**src/core/ubaf_pkg.sv**
```systemverilog
// Behaviour
// - Every upstream signal is sampled on the rising upstream clock edge.
// - During upstream reset all upstream drivers float and all state resets.
// - During upstream reset downstream outputs are low; no bridging happens.
// - After reset release operation resumes from default state and values.
// - Address phase carries 32-bit address; following data phases carry data.
// - Byte-enable bit n qualifies data byte n, bit 0 on lines 7..0.
// - Address/data and command lines are two-way; current master drives them.
// - Even parity over both buses; as master, parity follows data one clock later.
// - Data phase completes only when initiator and target ready both asserted.
package ubaf_pkg;

   localparam int AD_W       = 32;
   localparam int CBE_W      = 4;
   localparam int BYTE_W     = 8;
   localparam int FIFO_DEPTH = 32;
   localparam int RST_STAGES = 2;

   // output enables are low while driving
   localparam logic OE_DRIVE = 1'b0;
   localparam logic OE_FLOAT = 1'b1;

   typedef enum logic {UBAF_IDLE, UBAF_DATA} ubaf_phase_t;

   // one word pushed towards the downstream side
   typedef struct packed {
      logic             isAddr;
      logic [CBE_W-1:0] cmdBe;
      logic [AD_W-1:0]  word;
   } ubaf_rec_t;

   localparam int REC_W = $bits(ubaf_rec_t);

   // what the device puts on the bus as master
   typedef struct packed {
      logic [AD_W-1:0]  ad;
      logic [CBE_W-1:0] cbe;
   } ubaf_drive_t;

   typedef struct packed {
      ubaf_phase_t      phase;
      logic             framePrev;
      logic [CBE_W-1:0] cmd;
      logic [AD_W-1:0]  adOut;
      logic [CBE_W-1:0] cbeOut;
      logic             busOeN;
      logic             parOut;
      logic             parOeN;
      logic             chkPend;
      logic             parExp;
      logic             parErr;
   } ubaf_state_t;

   localparam ubaf_state_t ST_RESET = '{
      phase:     UBAF_IDLE,
      framePrev: 1'b0,
      cmd:       4'h0,
      adOut:     32'h0000_0000,
      cbeOut:    4'h0,
      busOeN:    OE_FLOAT,
      parOut:    1'b0,
      parOeN:    OE_FLOAT,
      chkPend:   1'b0,
      parExp:    1'b0,
      parErr:    1'b0
   };

endpackage : ubaf_pkg

```
**src/core/ubaf_fifo.sv**
```systemverilog
`timescale 1ns/1ps
`default_nettype none
module ubaf_fifo #(
   parameter int WIDTH = 37,
   parameter int DEPTH = 32
) (
   input  wire logic             clk,
   input  wire logic             rstN,
   input  wire logic             inValid,
   output logic                  inReady,
   input  wire logic [WIDTH-1:0] inData,
   output logic                  outValid,
   input  wire logic             outReady,
   output logic      [WIDTH-1:0] outData
);
   localparam int PW = $clog2(DEPTH);

   typedef struct packed {
      logic [PW-1:0] wr;
      logic [PW-1:0] rd;
      logic [PW:0]   cnt;
   } ubaf_fptr_t;

   logic [WIDTH-1:0] mem [DEPTH];
   ubaf_fptr_t       f_q;
   ubaf_fptr_t       f_d;
   logic             push;
   logic             pop;

   // honest flags straight from the count
   assign inReady  = f_q.cnt != (PW+1)'(DEPTH);
   assign outValid = f_q.cnt != '0;
   assign push     = inValid && inReady;
   assign pop      = outValid && outReady;
   // empty reads as zero so nothing leaks out during reset
   assign outData  = outValid ? mem[f_q.rd] : '0;

   always_comb begin
      f_d = f_q;
      if (push) f_d.wr = f_q.wr + 1'b1;
      if (pop) f_d.rd = f_q.rd + 1'b1;
      f_d.cnt = f_q.cnt + (PW+1)'(push) - (PW+1)'(pop);
   end

   always_ff @(posedge clk or negedge rstN) begin
      if (!rstN) f_q <= '0;
      else f_q <= f_d;
   end

   // storage needs no reset; only written words are ever read
   always_ff @(posedge clk) begin
      if (push) mem[f_q.wr] <= inData;
   end

endmodule : ubaf_fifo
`default_nettype wire

```
**src/core/ubaf_front.sv**
```systemverilog
`timescale 1ns/1ps
`default_nettype none
module ubaf_front (
   input  wire logic                       clk,
   input  wire logic                       nrst,
   // upstream bus, sampled every rising edge
   input  wire logic [ubaf_pkg::AD_W-1:0]  upAdIn,
   output logic      [ubaf_pkg::AD_W-1:0]  upAdOut,
   output logic                            upAdOeN,
   input  wire logic [ubaf_pkg::CBE_W-1:0] upCmdByteEnableIn,
   output logic      [ubaf_pkg::CBE_W-1:0] upCmdByteEnableOut,
   output logic                            upCmdByteEnableOeN,
   input  wire logic                       upParityLineIn,
   output logic                            upParityLineOut,
   output logic                            upParityLineOeN,
   input  wire logic                       upFrameN,
   input  wire logic                       upInitiatorReadyN,
   input  wire logic                       upTargetReadyN,
   // master side request from the bridge core
   input  wire logic                       upMasterDrive,
   input  wire ubaf_pkg::ubaf_drive_t      upDrive,
   // status
   output logic                            upParityErr,
   output logic                            upStall,
   // downstream side
   output logic                            dnValid,
   input  wire logic                       dnReady,
   output ubaf_pkg::ubaf_rec_t             dnRec
);

   ////////////////////////////////////////////////////////////////////////
   // reset release

   logic [ubaf_pkg::RST_STAGES-1:0] rstSync_q;
   logic                            rstN;

   // enters at once, leaves on a clock edge
   always_ff @(posedge clk or negedge nrst) begin
      if (!nrst) rstSync_q <= '0;
      else rstSync_q <= {rstSync_q[ubaf_pkg::RST_STAGES-2:0], 1'b1};
   end

   assign rstN = rstSync_q[ubaf_pkg::RST_STAGES-1];

   ////////////////////////////////////////////////////////////////////////
   // phase decode

   ubaf_pkg::ubaf_state_t s_q;
   ubaf_pkg::ubaf_state_t s_d;
   logic                  addrStart;
   logic                  dataDone;
   logic                  push;
   logic                  fifoReady;
   ubaf_pkg::ubaf_rec_t   rec;
   logic [ubaf_pkg::AD_W-1:0] maskedData;
   logic                  sampleAd;

   // a new frame only counts when it was idle before
   assign addrStart = (s_q.phase == ubaf_pkg::UBAF_IDLE) && !upFrameN
                      && !s_q.framePrev;
   assign dataDone  = (s_q.phase == ubaf_pkg::UBAF_DATA) && !upInitiatorReadyN
                      && !upTargetReadyN;
   assign sampleAd  = addrStart || dataDone;
   assign push      = sampleAd;

   // disabled lanes are zeroed so the far side never sees stale bytes
   for (genvar b = 0; b < ubaf_pkg::CBE_W; b++) begin : g_lane
      assign maskedData[b*ubaf_pkg::BYTE_W +: ubaf_pkg::BYTE_W] =
         upCmdByteEnableIn[b] ? '0 : upAdIn[b*ubaf_pkg::BYTE_W +: ubaf_pkg::BYTE_W];
   end

   // address word carries the command, data words the enables
   always_comb begin
      rec.isAddr = addrStart;
      rec.cmdBe  = upCmdByteEnableIn;
      rec.word   = addrStart ? upAdIn : maskedData;
   end

   ////////////////////////////////////////////////////////////////////////
   // next state

   always_comb begin
      s_d           = s_q;
      s_d.framePrev = !upFrameN;
      s_d.parErr    = 1'b0;
      s_d.chkPend   = 1'b0;
      s_d.busOeN    = ubaf_pkg::OE_FLOAT;
      // drive only while the core owns the cycle
      if (upMasterDrive) begin
         s_d.adOut  = upDrive.ad;
         s_d.cbeOut = upDrive.cbe;
         s_d.busOeN = ubaf_pkg::OE_DRIVE;
      end
      // parity trails the driven word by one clock
      s_d.parOeN = s_q.busOeN;
      s_d.parOut = ^{s_q.adOut, s_q.cbeOut};
      // check what another master put on the bus
      if (s_q.chkPend) s_d.parErr = upParityLineIn != s_q.parExp;
      if (sampleAd && s_q.busOeN == ubaf_pkg::OE_FLOAT) begin
         s_d.chkPend = 1'b1;
         s_d.parExp  = ^{upAdIn, upCmdByteEnableIn};
      end
      case (s_q.phase)
         ubaf_pkg::UBAF_IDLE: begin
            if (addrStart) begin
               s_d.phase = ubaf_pkg::UBAF_DATA;
               s_d.cmd   = upCmdByteEnableIn;
            end
         end
         ubaf_pkg::UBAF_DATA: begin
            // last phase ends on completion with frame gone
            if (upFrameN && (dataDone || upInitiatorReadyN)) begin
               s_d.phase = ubaf_pkg::UBAF_IDLE;
            end
         end
         default: s_d.phase = ubaf_pkg::UBAF_IDLE;
      endcase
   end

   // every edge samples; reset floats drivers and clears state
   always_ff @(posedge clk or negedge rstN) begin
      if (!rstN) s_q <= ubaf_pkg::ST_RESET;
      else s_q <= s_d;
   end

   ////////////////////////////////////////////////////////////////////////
   // outputs

   assign upAdOut            = s_q.adOut;
   assign upAdOeN            = s_q.busOeN;
   assign upCmdByteEnableOut = s_q.cbeOut;
   assign upCmdByteEnableOeN = s_q.busOeN;
   assign upParityLineOut    = s_q.parOut;
   assign upParityLineOeN    = s_q.parOeN;
   assign upParityErr        = s_q.parErr;
   // a full buffer drops the word; the core must disconnect on this
   assign upStall            = !fifoReady;

   // fifo is held in reset too, so downstream stays low
   ubaf_fifo #(
      .WIDTH (ubaf_pkg::REC_W),
      .DEPTH (ubaf_pkg::FIFO_DEPTH)
   ) u_fifo (
      .clk      (clk),
      .rstN     (rstN),
      .inValid  (push),
      .inReady  (fifoReady),
      .inData   (rec),
      .outValid (dnValid),
      .outReady (dnReady),
      .outData  (dnRec)
   );
endmodule : ubaf_front
`default_nettype wire

```
**config.mk**
```make
export PLATFORM = sky130hd
export DESIGN_NAME = ubaf_front
export DESIGN_NICKNAME = d
export VERILOG_FILES = /design/src/core/ubaf_pkg.sv /design/src/core/ubaf_fifo.sv /design/src/core/ubaf_front.sv
export SDC_FILE = /design/constraint.sdc
export NUM_CORES = 1
export LEC_CHECK = 0
export BUFFER_PORTS_ARGS = -buffer_cell sky130_fd_sc_hd__buf_2
export CAP_MARGIN = 20
export CORE_MARGIN = 4
export CORE_UTILIZATION = 45
export DETAILED_ROUTE_END_ITERATION = 16
export SLEW_MARGIN = 40
export SYNTH_ARGS = -nofsm -noshare
export SYNTH_HDL_FRONTEND = slang
export SYNTH_SLANG_ARGS = --single-unit
```
**constraint.sdc**
```tcl
create_clock -name clk -period 2.6 [get_ports clk]
set_clock_uncertainty 0.1 [all_clocks]
set_input_delay 0.52 -clock clk [delete_from_list [all_inputs] [get_ports clk]]
set_output_delay 0.52 -clock clk [all_outputs]
set_load 0.05 [all_outputs]
```
==> impl_metrics.env, run 1 <==
export IMPL_combined_area_of_the_multi_input_logic_cells_sq_um=12600
export IMPL_flow_area_growth_from_synthesis_pct=28.4
export IMPL_worst_slew_pin_transition_ns=0.830
export IMPL_floorplan_initialDensity=0.453
export IMPL_slew_headroom=0.447
export IMPL_power_switching_mw=23.9
export IMPL_timing_max_cap_violations=0
export IMPL_portBuffers=159
export IMPL_regToRegEndpoint="u_fifo.f_q[4]"
export IMPL_run_status="finished, violations left"
export IMPL_placed_cells=4225
export IMPL_slack_of_the_worst_reg_to_reg_path_ns=0.04
export IMPL_crit_path_top_delay_cell="dfrtp_4"
export IMPL_synth_yosys_seq_area_share=0.754
export IMPL_fp_row_count=121
export IMPL_hold_viol_final=0
export IMPL_ff_latch_area_sq_um=37100
export IMPL_warning_count_from_the_yosys_run=0
export IMPL_cts_reportedPaths_clkPinSlew_ns=0.06
export IMPL_synth_ff_latch_count=1246
export IMPL_post_route_non_filler_standard_cell_count=4561
export IMPL_synth_nets=2507
export IMPL_finalWirelength_mm=133
export IMPL_largest_cells_by_area_after_synthesis="edfxtp_1 (72%), mux4_2 (12%), dfrtp_1 (3.1%)"
export IMPL_worst_setup_path_end_kind="primary output"
export IMPL_layout_core_utilization=0.581
export IMPL_clkPwrFrac=0.257
export IMPL_synth_most_common_cell="edfxtp_1"
export IMPL_share_of_the_synthesized_area_in_the_top_cell_type=0.722
export IMPL_setup_viol_count_final=37
export IMPL_insertion_delay_ns=0.74
export IMPL_p_leak_nw=21.5
export IMPL_dieHeight_um=339
export IMPL_vias=26400
export IMPL_synth_cell_types=44
export IMPL_clock_tree_from_tritoncts="yes"
export IMPL_design_portCount=160
export IMPL_sw_frac_of_total=0.333
export IMPL_grt_first_pass_wirelength_mm=193
export IMPL_startpoint_type="flip-flop"
export IMPL_post_route_min_period_ns=3.80
export IMPL_cts_inserted_buffers=133
export IMPL_die_area_sq_um=115000
export IMPL_first_global_vias=27300
export IMPL_clock_tree_root_cell="clkbuf_16"
export IMPL_hp_class="input pin to flip-flop"
export IMPL_violations_in_the_final_reports="setup timing"
export IMPL_list_of_most_frequent_post_synthesis_cells="edfxtp_1 (1,184), mux4_2 (258), mux2i_1 (146)"
export IMPL_combinationalPowerShare=0.419
export IMPL_wire_per_inst_um=29.2
export IMPL_synthesis_instances=2412
export IMPL_pin_count_of_the_biggest_net_entering_global_routing=40
export IMPL_vdd_ir_max_uv=1050
export IMPL_post_synth_instance_area_sq_um=49200
export IMPL_gp_congestion=0.829
export IMPL_dp_final_hpwl_mm=84.3
export IMPL_antenna_left=0
export IMPL_antenna_found_initial=3
export IMPL_cts_path_max_buffers=3
export IMPL_postSynthAreaPerCell_sq_um=20.4
export IMPL_hold_path_startpoint="upTargetReadyN"
export IMPL_vias_per_cell=5.78
export IMPL_setup_worst_path_class="flip-flop to primary output"
export IMPL_p_int_mw=47.9
export IMPL_layout_drive_gt1_share=0.423
export IMPL_async_reset_ff_frac=0.0498
export IMPL_rsz_0062_raised_after_global_routing="true"
export IMPL_edff_count_synth=1184
export IMPL_seq_power_share=0.324
export IMPL_achievable_frequency_mhz=263
export IMPL_timing_max_transition_violations_final=0
export IMPL_crit_chain="buf_12 -> clkbuf_16 -> buf_4 -> mux4_2 -> a2bb2oi_1 -> nand3_1 -> a21oi_1 -> nor2_1 -> a211oi_4 -> buf_6"
export IMPL_worst_endpoint_required_ns=1.98
export IMPL_worstHoldPathCells=4
export IMPL_drt_iter0_markers=2629
export IMPL_synth_flop_cell="edfxtp_1"
export IMPL_power_density_nw_per_um2=1140
export IMPL_core_sq_um=109000
export IMPL_slowest_delay_ns=0.54
export IMPL_post_synth_top_area_cell="edfxtp_1"
export IMPL_layout_nets=3136
export IMPL_timing_rr_start="u_fifo.f_q[2]"
export IMPL_hold_path_endpoint="s_q[47]"
export IMPL_numClockSinks=1246
export IMPL_fin_crit_sh=1.46
export IMPL_critPathMaxFanout=6
export IMPL_grt_overflow_total=0
export IMPL_drt_pass1_iterations=5
export IMPL_route_detailed_drc=0
export IMPL_worst_setup_slack_post_dpl_ns=-0.677
export IMPL_globalRouteTotalUtil=0.232
export IMPL_cts_htree_levels=4
export IMPL_reg2reg_depth=14
export IMPL_finalHoldWorstSlack_ns=0.0682
export IMPL_layout_setup_ws_ns=-1.20
export IMPL_dieWidth_um=339
export IMPL_crit_arrival_ns=3.18
export IMPL_num_fill_cells=7924
## critical path, delay by kind of cell, from the launching register on
| kind | cells | cell delay [ns] |
|---|---|---|
| buf+inv | 4 | 0.69 |
| compound gates | 3 | 0.66 |
| flops | 1 | 0.54 |
| mux | 1 | 0.33 |
| simple gates | 2 | 0.22 |
## worst max path at each step
stage                        end     startpoint  slack, ns
6_report               dnRec[24]  u_fifo.f_q[6]      -1.20
5_1_grt                 dnRec[5]  u_fifo.f_q[6]      -1.30
4_1_cts                dnRec[11]  u_fifo.f_q[6]      -1.26
3_5_place_dp           dnRec[10]  u_fifo.f_q[6]      -0.68
3_3_place_gp           dnRec[10]  u_fifo.f_q[6]      -0.67
2_1_floorplan  u_fifo.mem[31][0]       upFrameN      -0.26
## sequential cells by signal, indices dropped and copies added, names as in the netlist
signal	count
upParityLineOeN	1
u_fifo.f_q	16
s_q	4
upParityErr	1
upAdOeN	1
u_fifo.mem	1184
upParityLineOut	1
rstSync_q	2
upCmdByteEnableOut	4
upAdOut	32
## cells by family (layout without fill, tap and decap cells)
logic type      Yosys count  count (layout)  synth area share
flops                  1246            1246             0.754
other cells               1               2         0.0000762
mux                     444             444             0.157
compound gates          165             165            0.0236
xor+xnor                 81              81            0.0147
simple gates            281             281            0.0269
buf+inv                 179             913            0.0198
fa+ha+maj                15              15           0.00397
## routing by layer
metal  share of wire  global-route usage  up-vias
li1                -                   -    11000
met1            0.41               0.330    14100
met2            0.48               0.368     1114
met3           0.080              0.0521      172
met4           0.022              0.0616        0
met5               0                   0        -
## cell type report
type | instances | area share
diodes | 1 | 0.0000396
well taps | 1414 | 0.0280
multi-input cells | 987 | 0.200
flip-flops and latches | 1246 | 0.588
clock buffers | 172 | 0.0566
clock inverters | 68 | 0.0110
inverters | 15 | 0.00103
repair buffers | 658 | 0.116
## through the flow
stage          TNS (ns)  power [mW]  cell area [sq um]
3_5_place_dp     -25.18        50.8              57100
5_1_grt          -44.51        74.5              63200
3_3_place_gp     -27.28        50.7              57100
6_report         -40.45        71.7              63200
4_1_cts          -43.81        71.0              62400
2_1_floorplan   -252.17        39.5              50000
## placed cells by master, fill, tap and decap left out, types with 23 or more instances in the layout
cell type / netlist / routed
buf_12: 1 / 183
xnor2_1: 69 / 69
buf_2: 22 / 121
a211oi_4: 0 / 40
buf_6: 6 / 36
a21oi_2: 0 / 24
dfrtp_1: 60 / 54
and2_1: 67 / 60
mux2i_1: 146 / 131
nor2_1: 107 / 47
dlygate4sd3_1: 0 / 41
nand3_1: 34 / 24
mux2_2: 40 / 40
mux4_2: 258 / 258
clkbuf_16: 0 / 138
buf_4: 54 / 266
clkinv_1: 0 / 23
edfxtp_1: 1184 / 1184
clkbuf_1: 73 / 33
nand2_1: 52 / 48
nor2_4: 0 / 41
## power groups by stage
stage / Sequential, mW / Combinational, mW / Clock (mW)
after floorplan: 23.4 / 16.1 / 0
after global routing: 23.3 / 31.5 / 19.7
after global placement: 23.6 / 27.1 / 0
final: 23.2 / 30.0 / 18.5
after CTS: 23.2 / 28.9 / 18.8
after detailed placement: 23.7 / 27.2 / 0
## timing repair
item                                   in CTS  in global routing
endpoints found under the hold margin      41                  0
gates resized for setup                   137                 97
cloned                                      1                  1
pin swaps                                  27                 54
setup endpoints to repair                  42                 40
setup buffers                              14                 41
hold buffers                               41                  0
Power figures use the tool's default switching activity.
==> inputs of run 2 (changes only) <==
- SKIP_LAST_GASP: not set -> 1
- clock period: 2.6 -> 3.9 ns (I/O delays scaled with it)
==> run 2 against run 1 <==
Compared with the run above: the run still ends with setup timing left; sequential share of layout area rose by 3.9 points; total power shrank 37%; combinational power decreased by 41%; register-to-register slack improved by 0.76 ns; critical path depth is the same; global-route usage is 1.1 points lower; largest cell class unchanged; largest power group unchanged; highest routed layer is now met5.
==> impl_metrics.env, run 2 (synthesis gave the netlist of run 1 again) <==
export IMPL_layout_setup_ws_ns=-0.130
export IMPL_clock_tree_root_cell="clkbuf_16"
export IMPL_top_register="u_fifo.mem"
export IMPL_globalRouteTotalUtil=0.222
export IMPL_wire_per_inst_um=29.7
export IMPL_p_leak_nw=19.9
export IMPL_routed_top_layer="met5"
export IMPL_setup_worst_path_class="flip-flop to primary output"
export IMPL_crit_arrival_ns=3.15
export IMPL_post_route_non_filler_standard_cell_count=4295
export IMPL_antenna_found_initial=4
export IMPL_drt_iter0_markers=2682
export IMPL_worst_setup_slack_post_dpl_ns=0.0197
export IMPL_fin_crit_sh=1.03
export IMPL_grt_overflow_total=0
export IMPL_reg2reg_depth=7
export IMPL_dp_final_hpwl_mm=70.1
export IMPL_run_status="finished, violations left"
export IMPL_startpoint_type="flip-flop"
export IMPL_insertion_delay_ns=0.73
export IMPL_die_area_sq_um=115000
export IMPL_worstHoldPathCells=2
export IMPL_hold_viol_final=0
export IMPL_critPathMaxFanout=8
export IMPL_achievable_frequency_mhz=248
export IMPL_wl_met2_mm=63.4
export IMPL_finalHoldWorstSlack_ns=0.142
export IMPL_largest_register_ff_count=1184
export IMPL_layout_nets=2874
export IMPL_flow_area_growth_from_synthesis_pct=20.5
export IMPL_antenna_left=0
export IMPL_cts_path_max_buffers=3
export IMPL_worst_slew_pin_transition_ns=0.930
export IMPL_mostFrequentLayoutCells="edfxtp_1 (1,184), mux4_2 (258), buf_4 (154), clkbuf_16 (143), mux2i_1 (142)"
export IMPL_vias_per_cell=5.89
export IMPL_gp_congestion=0.763
export IMPL_total_power_mw=45.2
export IMPL_slew_headroom=0.378
export IMPL_pin_count_of_the_biggest_net_entering_global_routing=74
export IMPL_portBuffers=159
export IMPL_layout_core_utilization=0.546
export IMPL_design_portCount=160
export IMPL_grt_first_pass_wirelength_mm=185
export IMPL_dieHeight_um=339
export IMPL_setup_tns_ns=-2.25
export IMPL_fp_row_count=121
export IMPL_timing_max_cap_violations=0
export IMPL_layout_commonest_cell="edfxtp_1"
export IMPL_route_detailed_drc=0
export IMPL_hp_class="input pin to flip-flop"
export IMPL_post_route_min_period_ns=4.03
export IMPL_core_sq_um=109000
export IMPL_clock_tree_from_tritoncts="yes"
export IMPL_timing_max_transition_violations_final=0
export IMPL_finalWirelength_mm=127
export IMPL_cts_htree_levels=4
export IMPL_worst_endpoint_required_ns=3.02
export IMPL_floorplan_initialDensity=0.453
export IMPL_setup_viol_count_final=34
export IMPL_drt_pass1_iterations=5
export IMPL_cts_reportedPaths_clkPinSlew_ns=0.06
export IMPL_violations_in_the_final_reports="setup timing"
export IMPL_final_cell_area_sq_um=59300
export IMPL_detailed_place_area_sq_um=53300
export IMPL_rsz_0062_raised_after_global_routing="true"
export IMPL_first_global_vias=26400
export IMPL_vias=25300
export IMPL_cts_inserted_buffers=132
export IMPL_dieWidth_um=339
export IMPL_worst_setup_path_end_kind="primary output"
export IMPL_layout_drive_gt1_share=0.363
export IMPL_met1_length_mm=52.3
export IMPL_power_density_nw_per_um2=763
export IMPL_met3_length_mm=8.85
export IMPL_placed_cells=3991
export IMPL_vdd_ir_max_uv=568
export IMPL_numClockSinks=1246
[run 2: changes by cell type in the layout (fill, tap and decap cells not counted), sizes merged]
| cell | before | now |
|---|---|---|
| clkinv | 48 | 52 |
| buf | 616 | 382 |
| dlygate4sd3 | 41 | 1 |
| inv | 19 | 20 |
| clkinvlp | 8 | 2 |
| bufbuf | 0 | 7 |
| bufinv | 8 | 7 |
| clkbuf | 173 | 176 |
[run 2: final timing paths]
check	end	slack, ns	from
setup / recovery	dnRec[29]	-0.13	u_fifo.f_q[6]
hold / removal	s_q[46]	0.14	upFrameN
setup reg to reg	u_fifo.mem[2][10]	0.80	s_q[47]
hold reg to reg	upAdOut[21]	0.19	rstSync_q[1]
max in group asynchronous	u_fifo.f_q[6]	2.69	rstSync_q[1]
min in group asynchronous	upAdOut[21]	0.19	rstSync_q[1]
[run 2: critical path, stage by stage, from the launching register on]
cell and delay (ns):
dfrtp_4 0.50, buf_12 0.18, buf_6 0.13, buf_16 0.13
buf_8 0.12, mux4_2 0.43, mux2_4 0.29, a31oi_2 0.17
a211oi_1 0.07, buf_4 0.23, buf_12 0.15
[run 2: final cells by class]
| class | instances | area, sq um |
|---|---|---|
| clock buffers | 169 | 3550 |
| multi-input cells | 987 | 12000 |
| well taps | 1414 | 1770 |
| fillers | 8222 | 49400 |
| flip-flops and latches | 1246 | 37100 |
| diodes | 1 | 2.50 |
| inverters | 15 | 56.3 |
| repair buffers | 397 | 4240 |
| clock inverters | 66 | 571 |
[run 2: what timing repair did]
item / CTS / global route
hold buffers: 1 / 0
pin swaps: 67 / 33
resized for setup: 156 / 40
endpoints found under the setup margin: 37 / 37
buffers inserted: 36 / 12
hold endpoints to repair: 2 / 0
cloned: 16 / 4
[run 2: per-layer routing]
| metal | up-vias | global-route usage |
|---|---|---|
| met4 | 2 | 0.0587 |
| met3 | 179 | 0.0405 |
| met5 | - | 0 |
| li1 | 10500 | - |
| met2 | 1059 | 0.367 |
| met1 | 13600 | 0.306 |
[run 2: power breakdown]
part,leakage [nW],internal (mW),switching (mW),total [mW]
Clock,2.01,6.91,5.04,12.0
Sequential,11.5,15.2,0.277,15.5
Combinational,6.40,8.32,9.47,17.8
